File: config.mk
export PLATFORM = sky130hd
export DESIGN_NAME = cmt_condition_write_guard
export DESIGN_NICKNAME = d
export VERILOG_FILES = /design/src/cmt_guard_pkg.sv /design/src/aux_clock_if.sv /design/src/aux_clock_divider.sv /design/src/cmt_condition_write_guard.sv
export VERILOG_INCLUDE_DIRS = /design/src
export SDC_FILE = /design/constraint.sdc
export NUM_CORES = 1
export LEC_CHECK = 0
export BUFFER_PORTS_ARGS = -buffer_cell sky130_fd_sc_hd__buf_2
export CORE_MARGIN = 2
export CORE_UTILIZATION = 59
export DETAILED_ROUTE_END_ITERATION = 8
export GPL_TIMING_DRIVEN = 0
export PLACE_DENSITY = 0.82
export SLEW_MARGIN = 0
export SYNTH_ARGS = -nofsm -noshare
export SYNTH_HDL_FRONTEND = slang
export SYNTH_SLANG_ARGS = --single-unit
File: constraint.sdc
create_clock -name clock -period 7.5 [get_ports clock]
set_clock_uncertainty 0.05 [all_clocks]
set_input_delay 0.375 -clock clock [delete_from_list [all_inputs] [get_ports clock]]
set_output_delay 0.375 -clock clock [all_outputs]
set_load 0.03 [all_outputs]
File: src/cmt_guard_map.svh
// Purpose: Offsets, field positions, reset values and timing figures of the guard
// Assumes: Included by its bare name wherever a figure is needed
// Notes:   Definitions only
`ifndef CMT_GUARD_MAP_SVH
`define CMT_GUARD_MAP_SVH

`define CMT_ADDR_COMPARE       8'h1f
`define CMT_ADDR_CONDITION     8'h20
`define CMT_ADDR_THRESHOLD     8'h24
`define CMT_ADDR_ZERO          8'h00

`define CMT_BIT_TRIGGER        7
`define CMT_BIT_SCRUB          6
`define CMT_IDX_TRIGGER        1
`define CMT_IDX_SCRUB          0
`define CMT_RES_ZERO           6'h00

`define CMT_FLAGS_RESET        2'h0
`define CMT_THRESHOLD_RESET    8'h00
`define CMT_CONFIG_RESET       8'h00
`define CMT_BYTE_ZERO          8'h00
`define CMT_STEPS_ZERO         8'h00
`define CMT_STEPS_ONE          8'h01
`define CMT_PRESCALE_ZERO      16'h0000
`define CMT_PRESCALE_ONE       16'h0001
`define CMT_PRESCALE_LIMIT     65536

`define CMT_SYM_IDLE           2'h0
`define CMT_SYM_INVALID        2'h1
`define CMT_SYM_SCRUB          2'h2

`define CMT_SCRUB_STEP_US      40.96
`define CMT_CLOCK_MHZ          250.0

`define AUX_CNT_ZERO           4'h0
`define AUX_CNT_ONE            4'h1
`define AUX_BIT_FAST           2
`define AUX_BIT_SLOW           3

`endif

File: src/cmt_guard_pkg.sv
// Purpose: Types shared by the condition guard and the aux clock divider
// Assumes: Figures live in cmt_guard_map.svh
// Notes:   State of each module is one packed struct
package cmt_guard_pkg;

    typedef enum logic [3:0] {
        SEQ_IDLE    = 4'h1,
        SEQ_INV_A   = 4'h2,
        SEQ_INV_B   = 4'h4,
        SEQ_SCRUB   = 4'h8
    } scrub_seq_t;

    typedef struct packed {
        logic [1:0]  flags;
        logic [1:0]  compare;
        logic [7:0]  threshold;
        logic [7:0]  rdata;
        logic        inhibit;
        logic [7:0]  active_config;
        logic [7:0]  steps_left;
        logic [15:0] prescale;
        logic        pair_phase;
        scrub_seq_t  seq;
        logic [1:0]  symbol;
        logic        scrub;
    } guard_state_t;

    typedef struct packed {
        logic [3:0]  cnt;
        logic        sel;
        logic        clk_out;
    } aux_state_t;

endpackage

File: src/aux_clock_if.sv
// Purpose: Carries the aux clock select and its divided output
// Assumes: Both ends on the core clock
// Notes:   None
`timescale 1ns/10ps
`default_nettype none

interface aux_clock_if;
    logic freq_select;
    logic clk_out;

    modport master (output freq_select, input clk_out);
    modport divider (input freq_select, output clk_out);
endinterface

`default_nettype wire

File: src/aux_clock_divider.sv
// Purpose: Divides the core clock to the aux clock, select 0 slow, 1 fast
// Assumes: Core clock 250 MHz, so divide by 16 or by 8
// Notes:   Select is adopted only when the counter wraps, both phases low
`timescale 1ns/10ps
`default_nettype none
`include "cmt_guard_map.svh"

module aux_clock_divider (
    input  wire logic      clock,
    input  wire logic      reset_n,
    aux_clock_if.divider   aux
);

    cmt_guard_pkg::aux_state_t s_reg;
    cmt_guard_pkg::aux_state_t s_next;

    always_comb begin
        s_next     = s_reg;
        s_next.cnt = s_reg.cnt + `AUX_CNT_ONE;
        // Change rate only at the wrap, where both dividers sit low
        if (s_reg.cnt == `AUX_CNT_ZERO) begin
            s_next.sel = aux.freq_select;
        end
        s_next.clk_out = s_reg.sel ? s_next.cnt[`AUX_BIT_FAST] : s_next.cnt[`AUX_BIT_SLOW];
    end

    always_ff @(posedge clock or negedge reset_n) begin
        if (!reset_n) begin
            s_reg <= '0;
        end else begin
            s_reg <= s_next;
        end
    end

    assign aux.clk_out = s_reg.clk_out;

endmodule

`default_nettype wire

File: src/cmt_condition_write_guard.sv
// Purpose: Condition flags with read-before-write guard, scrub sequencer, aux clock
// Assumes: Control bus strobes and trigger pulse come from core-clock logic
// Notes:   One transmit symbol per clock; read data valid the cycle after cbus_rd
`timescale 1ns/10ps
`default_nettype none
`include "cmt_guard_map.svh"

module cmt_condition_write_guard #(
    parameter int STEP_CYCLES = int'(`CMT_SCRUB_STEP_US * `CMT_CLOCK_MHZ)
) (
    input  wire logic       clock,
    input  wire logic       reset_n,
    input  wire logic       cbus_rd,
    input  wire logic       cbus_wr,
    input  wire logic [7:0] cbus_addr,
    input  wire logic [7:0] cbus_wdata,
    output logic      [7:0] cbus_rdata,
    input  wire logic       trigger_event,
    input  wire logic       scrub_on_trigger_enable,
    input  wire logic [7:0] trigger_transition_config,
    input  wire logic       aux_clock_freq_select,
    output logic      [7:0] active_config,
    output logic      [1:0] tx_symbol,
    output logic            scrubbing,
    output logic      [1:0] cmt_condition_flags,
    output logic            cond_write_inhibit_flag,
    output logic            aux_clock_output
);

    ////////////////////////////////////////////////////////////////////////////////
    // Elaboration checks

    if (STEP_CYCLES < 1 || STEP_CYCLES > `CMT_PRESCALE_LIMIT) begin : g_bad_step
        $error("STEP_CYCLES out of range");
    end

    localparam logic [15:0] STEP_LAST = 16'(STEP_CYCLES - 1);

    ////////////////////////////////////////////////////////////////////////////////
    // Aux clock

    aux_clock_if aux ();

    assign aux.freq_select = aux_clock_freq_select;

    aux_clock_divider u_aux (
        .clock   (clock),
        .reset_n (reset_n),
        .aux     (aux.divider)
    );

    ////////////////////////////////////////////////////////////////////////////////
    // State

    cmt_guard_pkg::guard_state_t s_reg;
    cmt_guard_pkg::guard_state_t s_next;

    logic        rd_cond;
    logic        wr_cond;
    logic        wr_cmp;
    logic        wr_thr;
    logic        start;
    logic        expire;
    logic [1:0]  wr_flags;

    assign rd_cond = cbus_rd && (cbus_addr == `CMT_ADDR_CONDITION);
    assign wr_cond = cbus_wr && (cbus_addr == `CMT_ADDR_CONDITION);
    assign wr_cmp  = cbus_wr && (cbus_addr == `CMT_ADDR_COMPARE);
    assign wr_thr  = cbus_wr && (cbus_addr == `CMT_ADDR_THRESHOLD);
    assign wr_flags = {cbus_wdata[`CMT_BIT_TRIGGER], cbus_wdata[`CMT_BIT_SCRUB]};
    assign start   = trigger_event && scrub_on_trigger_enable;
    assign expire  = (s_reg.seq == cmt_guard_pkg::SEQ_SCRUB)
                     && (s_reg.steps_left == `CMT_STEPS_ZERO)
                     && (s_reg.prescale == `CMT_PRESCALE_ZERO)
                     && s_reg.pair_phase;

    ////////////////////////////////////////////////////////////////////////////////
    // Next state

    always_comb begin
        s_next         = s_reg;
        s_next.inhibit = 1'b0;

        // Register reads
        if (cbus_rd) begin
            case (cbus_addr)
                `CMT_ADDR_COMPARE: begin
                    s_next.rdata = {s_reg.compare, `CMT_RES_ZERO};
                end
                `CMT_ADDR_CONDITION: begin
                    s_next.rdata = {s_reg.flags, `CMT_RES_ZERO};
                end
                `CMT_ADDR_THRESHOLD: begin
                    s_next.rdata = s_reg.threshold;
                end
                default: begin
                    s_next.rdata = `CMT_BYTE_ZERO;
                end
            endcase
        end

        // Compare shadow: loaded by a condition read, else by a direct write
        if (rd_cond) begin
            s_next.compare = s_reg.flags;
        end else if (wr_cmp) begin
            s_next.compare = {cbus_wdata[`CMT_BIT_TRIGGER], cbus_wdata[`CMT_BIT_SCRUB]};
        end

        // Guarded write of the condition flags
        if (wr_cond) begin
            for (int i = 0; i < 2; i++) begin
                if (s_reg.flags[i] == s_reg.compare[i]) begin
                    s_next.flags[i] = wr_flags[i];
                end else begin
                    s_next.inhibit = 1'b1;
                end
            end
        end

        if (wr_thr) begin
            s_next.threshold = cbus_wdata;
        end

        // Scrub sequencer
        case (s_reg.seq)
            cmt_guard_pkg::SEQ_IDLE: begin
                s_next.symbol = `CMT_SYM_IDLE;
                if (start) begin
                    s_next.seq    = cmt_guard_pkg::SEQ_INV_A;
                    s_next.symbol = `CMT_SYM_INVALID;
                end
            end
            cmt_guard_pkg::SEQ_INV_A: begin
                s_next.seq    = cmt_guard_pkg::SEQ_INV_B;
                s_next.symbol = `CMT_SYM_INVALID;
            end
            cmt_guard_pkg::SEQ_INV_B: begin
                s_next.seq        = cmt_guard_pkg::SEQ_SCRUB;
                s_next.symbol     = `CMT_SYM_SCRUB;
                s_next.steps_left = s_reg.threshold;
                s_next.prescale   = STEP_LAST;
                s_next.pair_phase = 1'b0;
            end
            cmt_guard_pkg::SEQ_SCRUB: begin
                s_next.pair_phase = !s_reg.pair_phase;
                if (s_reg.prescale != `CMT_PRESCALE_ZERO) begin
                    s_next.prescale = s_reg.prescale - `CMT_PRESCALE_ONE;
                end else if (s_reg.steps_left != `CMT_STEPS_ZERO) begin
                    s_next.prescale   = STEP_LAST;
                    s_next.steps_left = s_reg.steps_left - `CMT_STEPS_ONE;
                end
                if (expire) begin
                    s_next.seq    = cmt_guard_pkg::SEQ_IDLE;
                    s_next.symbol = `CMT_SYM_IDLE;
                end else begin
                    s_next.symbol = `CMT_SYM_SCRUB;
                end
            end
            default: begin
                s_next.seq    = cmt_guard_pkg::SEQ_IDLE;
                s_next.symbol = `CMT_SYM_IDLE;
            end
        endcase

        // Enabled trigger loads the transition configuration
        if (start) begin
            s_next.active_config = trigger_transition_config;
        end

        // Hardware sets win over a host clear in the same cycle
        if (trigger_event) begin
            s_next.flags[`CMT_IDX_TRIGGER] = 1'b1;
        end
        if (expire) begin
            s_next.flags[`CMT_IDX_SCRUB] = 1'b1;
        end

        // Busy flag is registered so the output leaves a flip-flop
        s_next.scrub = (s_next.seq != cmt_guard_pkg::SEQ_IDLE);
    end

    ////////////////////////////////////////////////////////////////////////////////
    // Registers

    always_ff @(posedge clock or negedge reset_n) begin
        if (!reset_n) begin
            s_reg.flags         <= `CMT_FLAGS_RESET;
            s_reg.compare       <= `CMT_FLAGS_RESET;
            s_reg.threshold     <= `CMT_THRESHOLD_RESET;
            s_reg.rdata         <= `CMT_BYTE_ZERO;
            s_reg.inhibit       <= 1'b0;
            s_reg.active_config <= `CMT_CONFIG_RESET;
            s_reg.steps_left    <= `CMT_STEPS_ZERO;
            s_reg.prescale      <= `CMT_PRESCALE_ZERO;
            s_reg.pair_phase    <= 1'b0;
            s_reg.seq           <= cmt_guard_pkg::SEQ_IDLE;
            s_reg.symbol        <= `CMT_SYM_IDLE;
            s_reg.scrub         <= 1'b0;
        end else begin
            s_reg <= s_next;
        end
    end

    ////////////////////////////////////////////////////////////////////////////////
    // Outputs

    assign cbus_rdata              = s_reg.rdata;
    assign active_config           = s_reg.active_config;
    assign tx_symbol               = s_reg.symbol;
    assign scrubbing               = s_reg.scrub;
    assign cmt_condition_flags     = s_reg.flags;
    assign cond_write_inhibit_flag = s_reg.inhibit;
    assign aux_clock_output        = aux.clk_out;

endmodule

`default_nettype wire

---- Yosys cells after proc, flatten, opt, wreduce, memory -nomap -nowiden ----
Index checks and enable logic that the tools add are counted.
cells by class
  add/subtract/negate cells ............... 3
  equal/unequal tests ..................... 13
  muxes and demuxes ....................... 20
  reductions and logical operators ........ 24
operator list
  kind                   count
  $pmux 25 s2            1
  $mux 24                1
  $pmux 6 s4             1
  $pmux 8 s3             1
  $eq 8x6->1 const B     2
  $logic_not 16->1       1
  $mux 16                1
  $reduce_bool 16->1     1
  $sub 16x1->16 const B  1
  $reduce_bool 2->1      6
  $eq 8x5->1 const B     1
  $logic_and 1x1->1      8
  $logic_not 8->1        1
  $mux 1                 8
  $mux 2                 4
  $mux 8                 1
  $reduce_bool 8->1      1
  $sub 8x1->8 const B    1
  $mux 6                 1
  $reduce_and 2->1       3
  $add 4x1->4 const B    1
  $eq 4x1->1 const B     1
  $eq 4x2->1 const B     1
  $eq 4x3->1 const B     1
  10 further kinds       11
storage, ports and cells
  flip-flop bits (word level) ............. 67
  input bits .............................. 31
  output and inout port bits .............. 23
  logic and storage cells ................. 76

---- Longest topological paths before layout ----
Gate-level depths: netlist of the first run.
  depth in word-level cells ............... 7
  depth in mapped cells ................... 9
  depth with buffers taken out ............ 7

---- Hierarchy ----
From an unflattened synthesis of the first run, not the netlist that was laid out.
second synthesis, totals
  cell total of the unflattened synthesis .. 325
  area, all modules ....................... 3340.7 um^2
modules (own cells, without submodules)
  module                     instances  cells each  area each (um^2)  seq. area each (um^2)
  cmt_condition_write_guard  1          304         3072.9            1527.7
  aux_clock_divider          1          21          267.8             150.1

---- Worst setup path before layout of the first run ----
OpenSTA, ideal clock, no wires.
  path kind ............................... register to register
  from .................................... reg s_reg[11] (netlist name)
  to ...................................... reg s_reg[21] (netlist name)
  data arrival time ....................... 2.290 ns
  path slack .............................. 5.029 ns
  stages on the path, launching flop included .. 6
  period minus slack after synthesis ...... 2.471 ns
  cells stage by stage .................... dfrtp_1 or4_4 or4_4 or4_2 o31ai_1 nand3_1
between the ends
  cells in the longest elaborated chain, start to end .. 3
  elaborated cells on any way between the ends .. 6
  classes of those cells .................. add/sub (1); eq/ne (1); mux (2); reduce/logical (2)
ends and longest elaborated chain
  what                                                                  RTL line                          text
  start, declared                                                       cmt_condition_write_guard.sv:55   cmt_guard_pkg::guard_state_t s_reg;
  start signal, assigned                                                cmt_condition_write_guard.sv:200  s_reg <= s_next;
  $sub 16x1->16 (no source line) or $reduce_bool 16->1 (tied branches)  --
  $mux 16 or $ne 3x1->1 (tied branches)                                 --
  $pmux 25 s2 or $reduce_and 2->1 (tied branches)                       --
Parallel ways exist; a longest one is shown, timed or not.
A chain may end at the register's enable or synchronous reset.

---- Worst setup path in the final report of the first run ----
  from .................................... reg s_reg[5] (netlist name)
  to ...................................... reg s_reg[10] (netlist name)
between the ends
  cells in the longest elaborated chain, start to end .. 3
  elaborated cells on any way between the ends .. 6
  classes of those cells .................. eq/ne (3); mux (1); reduce/logical (2)
ends and longest elaborated chain
  what                                                              RTL line                          text
  $eq 4x4->1 or $eq 4x3->1 (tied branches)                          cmt_condition_write_guard.sv:125  case (s_reg.seq)
  $ne 3x1->1 (no source line) or $reduce_bool 2->1 (tied branches)  --
  $reduce_and 2->1 (no source line)                                 --
Parallel ways exist; a longest one is shown, timed or not.

==> impl_metrics.csv, run 1 <==
group,metric,value,unit
synth,ys_seq_area_share,49.2,%
sta,fmax,323,MHz
power,fin_total_pwr,0.00106,W
finish,fill_cells,404,
finish,seq_area,1680,sq um
synth,yosysWarnings,0,
synth,ys_top_cells_by_count,"66 x dfrtp_1, 23 x inv_1, 22 x mux2_2, 20 x buf_4",
route,wl_met2,3.45,mm
die,die-height,80.0,microns
synth,synth.avg_cell_area,10.6,sq um
sta,rsz0062_at_grt,"no",
finish,antenna_cells,0,
clock_tree,postCtsSetupBuffers,0,
sta,tns,0,ns
clock_tree,path_clk_slew,0.08,ns
clock_tree,hold_buffers,0,
setup_path,required,7.65,ns
route,wl_per_cell,15.2,microns
finish,final_nets,422,
power,switching_share,29.9,%
synth,synthesis.nets,359,
sta,hold_viol_final,0,
sta,min_period,3.10,ns
power,seqPwrFrac,44.1,%
die,coreArea,5540,sq um
outcome,status,"finished clean",
route,m1WireLength,3.15,mm
place,place_congestion,0.827,
route,wl,7.03,mm
power,p_int,0.000741,W
clock_tree,clock-root-buffer,"clkbuf_8",
power,p_clk_share,34.1,%
synth,yosys-top-cells-area,"dfrtp_1 48%, mux2_2 7.3%, buf_4 4.4%",
clock_tree,cts_resized,0,
synth,synth_top_area_share,48.5,%
place,post_dp_cell_area,3760,sq um
grt,grt_pass1_wl,11.7,mm
sta,period_share,41.3,%
power,pwr_density_cell,264,nW/um^2
route,first_pass_iters,4,
sta,finalSetupViolCount,0,
synth,synth_edf_count,0,
finish,largest_register_ff_count,39,
clock_tree,clockBufferDepth,2,
finish,drive_gt1_share,33.8,%
die,die_x,80.0,microns
die,ios,54,
synth,synth_top_area_cell,"dfrtp_1",
setup_path,crit_type,"reg -> reg",
finish,final_cell_area,4000,sq um
sta,tightest_slew,1.08,ns
place,port_buffers,52,
die,start_util,61.5,%
setup_path,start_kind,"flip-flop",
route,top_layer,"met4",
synth,synth_cell_types,50,
power,p_sw,0.000316,W
grt,overflow,0,
clock_tree,clkSinkCount,67,
clock_tree,cts_buffers,9,
grt,grt_pass1_vias,2556,
route,post-route-drc-count,0,
route,postRouteAntennaNets,0,
grt,antenna_found_initial,0,
power,leakage,1.89,nW
synth,ys_ff_latch,67,
route,vias,2692,
sta,relSlewSlack,26.9,%
synth,ys_async_sr_fraction,100,%
synth,ys.flop_type,"dfrtp_1",
clock_tree,h-tree-depth,3,
place,hpwl,4.88,mm
die,design.die.area,6400,sq um
flow_run,cap_violations,0,
route,met3_length,341,microns
clock_tree,clock_latency,0.34,ns
grt,grt_max_degree,68,
sta,layout_setup_ws,4.40,ns
synth,syn_inst,322,
power,vdd.ir_drop.worst,0.140,mV
power,power.share.combinational,21.9,%
setup_path,cp_data_arrival_time,3.25,ns
grt,grt_usage,23.6,%
sta,slew_viol_final,0,
die,rows,27,
finish,area_growth_syn_to_layout,17.4,%
route,drtIter0Drc,228,
finish,multi_input_area,1430,sq um
route,viasPerCell,5.83,
synth,syn-cell-area,3410,sq um
place,pre_cts_ws,4.52,ns
synth,synth.most_common_cell,"dfrtp_1",
sta,fin_hold_ws,0.0946,ns
setup_path,end_kind,"flip-flop",
clock_tree,cts_tree,"yes",
min_path,min_path_type,"in -> async",
setup_path,critPathMaxFanout,10,
-- final timing paths --
path	from	slack [ns]	cells past startpoint	end
setup / recovery	s_reg[5]	4.40	7	s_reg[10]
hold / removal	reset_n	0.09	1	s_reg[28]
setup reg to reg	s_reg[5]	4.40	7	s_reg[10]
hold reg to reg	u_aux.s_reg[2]	0.45	1	u_aux.s_reg[2]
max in group asynchronous	reset_n	6.77	1	s_reg[57]
min in group clock	trigger_event	0.19	2	cmt_condition_flags[1]
-- power by group through the flow --
stage | Clock (W) | Sequential (W) | Combinational (W)
final | 0.000360 | 0.000466 | 0.000231
after detailed placement | 0 | 0.000470 | 0.000228
after global routing | 0.000383 | 0.000474 | 0.000252
after floorplan | 0 | 0.000458 | 0.000175
after global placement | 0 | 0.000468 | 0.000219
after CTS | 0.000365 | 0.000465 | 0.000231
-- through the flow --
stage | util, % | instances
after CTS | 72.2 | 462
after floorplan | - | 322
after detailed placement | 67.9 | 446
after global routing | 72.2 | 462
after global placement | 67.8 | 446
final | 72.2 | 462
-- layout by cell type (no fill, tap or decap), types with 5 or more instances in the layout --
master,instances
ha_1,6
clkbuf_8,9
buf_2,54
a21oi_1,14
buf_4,21
or4_1,6
nor2_1,14
nand2b_1,5
nor3_1,5
o31ai_1,13
nand4_1,5
mux2_2,22
o22ai_1,6
nand2_1,13
nand3_1,14
clkbuf_1,5
inv_1,23
or3_1,7
dfrtp_1,66
o21ai_0,8
-- worst max-delay path, cell delays in order, from the launching register on --
cell and delay, ns:
dfrtp_1 0.43, nor4b_1 0.90, nand4_1 0.46, and2_1 0.31, clkbuf_1 0.23, nand2_1 0.21
buf_2 0.26, o211ai_1 0.12
-- cells by family (layout without fill, tap and decap cells) --
kind of cell             Yosys count  after routing  synth area share, %
AO/OA/AOI/OAI                     63             63                 12.3
XOR/XNOR                           7              7                 1.80
adder cells (fa/ha/maj)            6              6                 2.20
buffers and inverters             54            122                 8.70
flip-flops                        67             67                 49.2
multiplexers                      24             24                 7.86
AND/OR/NAND/NOR                  101            101                 17.9
-- area by class of cell --
type / count / area share [%]
plain buffers: 31 / 5.25
clock buffers: 9 / 3.10
clock inverters: 7 / 2.91
inverters: 23 / 2.16
multi-input cells: 201 / 35.8
flip-flops and latches: 67 / 41.9
well taps: 72 / 2.25
repair buffers: 52 / 6.57
-- layer usage --
layer | global-route usage (%) | vias to the layer above
li1 | - | 1274
met1 | 31.6 | 1326
met2 | 36.8 | 82
met3 | 6.33 | 10
met4 | 8.64 | 0
met5 | 0 | -
(Power assumes the default switching activity.)
==> run 2, diff against run 1 <==
--- a/config.mk
+++ b/config.mk
@@ -8,10 +8,10 @@
 export LEC_CHECK = 0
 export BUFFER_PORTS_ARGS = -buffer_cell sky130_fd_sc_hd__buf_2
 export CORE_MARGIN = 2
-export CORE_UTILIZATION = 59
+export CORE_UTILIZATION = 51
 export DETAILED_ROUTE_END_ITERATION = 8
 export GPL_TIMING_DRIVEN = 0
-export PLACE_DENSITY = 0.82
+export PLACE_DENSITY = 0.75
 export SLEW_MARGIN = 0
 export SYNTH_ARGS = -nofsm -noshare
 export SYNTH_HDL_FRONTEND = slang
==> constraint.sdc (replaced) <==
create_clock -name clock -period 2.8 [get_ports clock]
set_clock_uncertainty 0.05 [all_clocks]
set_input_delay 0.14 -clock clock [delete_from_list [all_inputs] [get_ports clock]]
set_output_delay 0.14 -clock clock [all_outputs]
set_load 0.03 [all_outputs]
==> run 2 against run 1 <==
  * The flow now finishes with violations (design-rule violations)
  * Routed wire length grew 0.21%
  * Sequential power grew to 2.7 times the previous value
  * Critical endpoint is now scrubbing
  * Clock power grew to 2.8 times the previous value
  * Die area grew 15%
  * Combinational power grew to 2.7 times the previous value
  * Sequential share of layout area shrank 2.0 points
  * Total power grew to 2.7 times the previous value
  * Utilization shrank 6.8 points
==> impl_metrics.csv, run 2 (same netlist as run 1, synthesis figures left out) <==
group,metric,value,unit
outcome,violations,"design-rule violations",
setup_path,required,2.99,ns
sta,hold_viol_final,0,
sta,finalSetupViolCount,0,
route,post-route-drc-count,2,
setup_path,cp_data_arrival_time,2.85,ns
sta,rsz0062_at_grt,"no",
sta,fin_hold_ws,0.0412,ns
die,ios,54,
sta,relSlewSlack,43.8,%
sta,tightest_slew,0.843,ns
die,start_util,53.1,%
clock_tree,cts_buffers,9,
place,placed_cells,451,
flow_run,cap_violations,0,
finish,final_common_cell,"dfrtp_1",
grt,antenna_found_initial,0,
route,viasPerCell,5.60,
clock_tree,clkSinkCount,67,
finish,largest_register_ff_count,39,
sta,tns,0,ns
route,postRouteAntennaNets,0,
finish,final_nets,439,
route,wl_met2,3.37,mm
die,die_x,85.8,microns
clock_tree,cts_tree,"yes",
place,hpwl,4.84,mm
route,wl_per_cell,14.6,microns
power,seqPwrFrac,43.4,%
place,port_buffers,52,
sta,min_period,2.66,ns
power,p_clk_share,34.7,%
sta,period_share,95.1,%
clock_tree,clockBufferDepth,2,
route,m1WireLength,3.25,mm
die,die-height,85.8,microns
clock_tree,clock_latency,0.35,ns
grt,overflow,0,
clock_tree,clock-root-buffer,"clkbuf_8",
power,pwr_density_cell,684,nW/um^2
grt,grt_pass1_vias,2650,
clock_tree,path_clk_slew,0.07,ns
finish,final_cell_mix,"66 x dfrtp_1, 54 x buf_2, 23 x inv_1",
power,p_sw,0.000847,W
route,drtIter0Drc,140,
setup_path,end_kind,"flip-flop",
die,rows,29,
min_path,min_path_type,"in -> reg",
setup_path,start_kind,"flip-flop",
grt,grt_usage,21.0,%
grt,grt_pass1_wl,12.2,mm
outcome,status,"finished with violations",
route,vias,2708,
die,design.die.area,7350,sq um
power,vdd.ir_drop.worst,0.386,mV
finish,drive_gt1_share,32.7,%
finish,utilization,65.4,%
route,wl,7.05,mm
power,power.share.combinational,21.8,%
die,coreArea,6420,sq um
finish,antenna_cells,0,
finish,layout.cells.non_filler,484,
sta,slew_viol_final,0,
route,top_layer,"met4",
route,met3_length,309,microns
clock_tree,h-tree-depth,3,
setup_path,critPathMaxFanout,10,
route,first_pass_iters,6,
place,place_congestion,0.826,
sta,fmax,375,MHz
power,switching_share,29.5,%
power,p_int,0.00203,W
finish,area_growth_syn_to_layout,23.3,%
power,leakage,1.96,nW
setup_path,crit_type,"reg -> reg",
grt,grt_max_degree,68,
run 2: power by group through the flow:
stage | clock network (W) | logic (W) | registers, W
after detailed placement | 0 | 0.000605 | 0.00126
final | 0.000998 | 0.000627 | 0.00125
after global placement | 0 | 0.000590 | 0.00125
after global routing | 0.00105 | 0.000700 | 0.00127
after floorplan | 0 | 0.000470 | 0.00123
after CTS | 0.00101 | 0.000626 | 0.00124
run 2: layout make-up:
cell class | instances | area (sq um)
Multi-Input combinational cell | 201 | 1450
Timing Repair Buffer | 69 | 433
Clock inverter | 6 | 111
Fill cell | 485 | 2220
Tap cell | 77 | 96.3
Buffer | 31 | 210
Sequential cell | 67 | 1680
Clock buffer | 10 | 138
Inverter | 23 | 86.3
run 2: worst paths after layout:
| kind | start | end | slack (ns) | cells past startpoint |
|---|---|---|---|---|
| min | cbus_wdata[6] | s_reg[55] | 0.04 | 2 |
| min reg2reg | u_aux.s_reg[2] | u_aux.s_reg[2] | 0.43 | 1 |
| max | s_reg[18] | scrubbing | 0.14 | 7 |
| max reg2reg | s_reg[18] | scrubbing | 0.14 | 7 |
| min in group asynchronous | reset_n | s_reg[17] | 0.37 | 2 |
| max in group asynchronous | reset_n | tx_symbol[1] | 1.76 | 2 |
run 2: through the flow:
step	total power, W	cell area (sq um)	setup slack [ns]
floorplan	0.00170	3410	0.329
global placement	0.00184	3760	-0.200
detailed placement	0.00186	3770	-0.239
CTS	0.00288	4190	0.146
global route	0.00303	4200	0.0346
finish	0.00287	4200	0.136
run 2: critical path: stages (launching register included):
cell     delay (ns)
dfrtp_1        0.43
or4_4          0.58
or4b_4         0.57
nor3_4         0.34
buf_6          0.20
buf_6          0.15
nand2_1        0.10
o21a_1         0.12
run 2: repair_timing:
| item | in CTS | in global routing |
|---|---|---|
| buffers inserted | 0 | 0 |
| endpoints found under the hold margin | 82 | 0 |
| resized for setup | 1 | 1 |
| pin swaps | 0 | 0 |
| setup endpoints to repair | 18 | 8 |
| hold buffers | 17 | 0 |
| cloned | 0 | 0 |
run 2: per-layer routing:
| metal | track usage, % | up-vias |
|---|---|---|
| li1 | - | 1312 |
| met1 | 27.5 | 1322 |
| met2 | 33.6 | 61 |
| met3 | 5.29 | 13 |
| met4 | 8.37 | 0 |
| met5 | 0 | - |
==> run 3, diff against run 2 <==
--- a/config.mk
+++ b/config.mk
@@ -6,7 +6,7 @@
 export SDC_FILE = /design/constraint.sdc
 export NUM_CORES = 1
 export LEC_CHECK = 0
-export BUFFER_PORTS_ARGS = -buffer_cell sky130_fd_sc_hd__buf_2
+export BUFFER_PORTS_ARGS = -buffer_cell sky130_fd_sc_hd__clkbuf_2
 export CORE_MARGIN = 2
 export CORE_UTILIZATION = 51
 export DETAILED_ROUTE_END_ITERATION = 8
==> run 3 against run 2 <==
  * The flow still finishes with violations (design-rule violations)
  * Largest cell class unchanged
  * Highest routed layer unchanged
  * Routed wire length up 4.0%
  * Utilization increased by 0.94 points
  * Register-to-register slack better by 0.05 ns
  * Count of clock-buffer cells in the layout rose by 1
  * Design area is 1.4% higher
==> impl_metrics.csv, run 3 (same netlist as run 1, synthesis figures left out) <==
group,metric,value,unit
setup_path,cpMostUsedCell,"buf_6",
finish,drive_gt1_share,33.3,%
setup_path,crit_chain,"or4_4 -> or4b_4 -> nor3_4 -> buf_6 -> buf_6 -> nand2_1 -> o21a_1",
setup_path,crit_cells,7,
sta,relSlewSlack,65.8,%
grt,grt_pass1_wl,12.5,mm
clock_tree,h-tree-depth,3,
sta,fin_hold_ws,0.0641,ns
grt,use_met1,30.3,%
route,post-route-drc-count,2,
place,hpwl,4.87,mm
finish,final_common_cell,"dfrtp_1",
sta,finalSetupViolCount,0,
sta,min_period,2.62,ns
finish,antenna_cells,0,
route,vias,2738,
grt,overflow,0,
finish,seq_area,1680,sq um
flow_run,cap_violations,0,
sta,tns,0,ns
min_path,min_path_type,"in -> reg",
sta,period_share,93.4,%
setup_path,crit_type,"reg -> reg",
place,port_buffers,52,
setup_path,crit_family,"simple AND/OR/NAND/NOR gates",
clock_tree,path_clk_slew,0.07,ns
finish,fill_cells,480,
clock_tree,clock-root-buffer,"clkbuf_8",
grt,use_met3,4.91,%
setup_path,crit_buf_inv,2,
clock_tree,cts_tree,"yes",
die,start_util,53.1,%
grt,top_usage_layer,"met2",
route,postRouteAntennaNets,0,
place,placed_cells,452,
clock_tree,clock_latency,0.34,ns
sta,hold_viol_final,0,
clock_tree,clkSinkCount,67,
setup_path,rr_worst_depth,7,
setup_path,r2r_slack,0.18,ns
place,place_congestion,0.814,
setup_path,worst_r2r_endpoint,"scrubbing",
setup_path,cp-endpoint,"scrubbing",
setup_path,required,2.99,ns
finish,final_cell_mix,"66 x dfrtp_1, 51 x clkbuf_2, 23 x inv_1, 23 x buf_4, 22 x mux2_2",
die,coreArea,6420,sq um
grt,grt_usage,21.5,%
clock_tree,clockBufferDepth,2,
grt,antenna_found_initial,0,
power,pwr_density_cell,683,nW/um^2
die,design.die.area,7350,sq um
route,wl_per_cell,15.0,microns
grt,grt_use_met2,32.7,%
place,pre_cts_ws,-0.188,ns
power,leakage,2.00,nW
grt,grt_max_degree,59,
setup_path,crit_start,"s_reg[18]",
setup_path,cp_data_arrival_time,2.80,ns
setup_path,critPathMaxFanout,10,
setup_path,rr_startpoint,"s_reg[18]",
sta,fmax,382,MHz
sta,slew_viol_final,0,
outcome,status,"finished with violations",
die,die_x,85.8,microns
power,vdd.ir_drop.worst,0.482,mV
finish,largest_register_ff_count,39,
setup_path,end_kind,"flip-flop",
sta,tightest_slew,0.506,ns
outcome,violations,"design-rule violations",
finish,layout.cells.non_filler,488,
setup_path,critPathMaxStageDelay,0.59,ns
setup_path,start_kind,"flip-flop",
finish,final_nets,443,
die,ios,54,
die,rows,29,
route,drtIter0Drc,204,
route,first_pass_iters,6,
finish,area_growth_syn_to_layout,25.0,%
sta,rsz0062_at_grt,"no",
route,viasPerCell,5.61,
sta,layout_setup_ws,0.184,ns
route,wl,7.33,mm
setup_path,slowest_stage,"or4_4",
grt,grt_pass1_vias,2648,
finish,multi_input_area,1450,sq um
clock_tree,cts_buffers,9,
die,die-height,85.8,microns
## run 3: changes by cell type in the layout (fill, tap and decap cells not counted), sizes merged
| cell | change |
|---|---|
| clkinvlp | -1 |
| clkbuf | +53 |
| buf | -48 |
## run 3: cell type report
| type | instances | share of cell area, % |
|---|---|---|
| flip-flops and latches | 67 | 39.4 |
| multi-input cells | 201 | 34.0 |
| repair buffers | 73 | 11.3 |
| plain buffers | 31 | 4.93 |
| clock buffers | 11 | 3.55 |
| clock inverters | 5 | 2.52 |
| well taps | 77 | 2.26 |
| inverters | 23 | 2.03 |
## run 3: worst register-to-register path, delay by kind of cell, from the launching register on
family | cells | cell delay, ns
AOI/OAI and AO/OA | 1 | 0.12
buffers and inverters | 2 | 0.34
DFF | 1 | 0.44
and+or+nand+nor | 4 | 1.57
## run 3: per-layer routing
metal	wire, microns	part of all wire, %
met5	0	0
met4	128	1.7
met3	315	4.3
met2	3460	47
met1	3420	47
## run 3: worst min path at each step
stage                        startpoint                      to  slack, ns  cells past startpoint
after global routing      cbus_wdata[7]               s_reg[56]       0.05                      2
final                     cbus_wdata[7]               s_reg[56]       0.06                      2
after detailed placement        reset_n               s_reg[18]      -0.03                      1
after floorplan                 reset_n        active_config[0]      -0.21                      0
after global placement    trigger_event  cmt_condition_flags[1]       0.31                      2
after CTS                 cbus_wdata[7]               s_reg[56]       0.05                      2
## run 3: repair_timing
action                                  4_1_cts  5_1_grt
setup buffers                                 0        3
endpoints found under the setup margin       17       10
resized for setup                             1        1
endpoints found under the hold margin        82        0
hold buffers                                 17        0
pin swaps                                     0        1
## run 3: stage by stage
| stage | utilization, % | cell area, sq um | power (W) |
|---|---|---|---|
| final | 66.4 | 4260 | 0.00291 |
| after global routing | 66.4 | 4260 | 0.00308 |
| after CTS | 65.9 | 4230 | 0.00292 |
| after detailed placement | 59.1 | 3790 | 0.00187 |
| after global placement | 58.6 | 3760 | 0.00184 |
| after floorplan | - | 3410 | 0.00170 |
## run 3: report_power, final
part | total, W | leakage (nW) | switching, W | internal (W)
sequential | 0.00125 | 0.878 | 0.000138 | 0.00111
clock | 0.00103 | 0.130 | 0.000381 | 0.000645
combinational | 0.000635 | 0.988 | 0.000331 | 0.000304
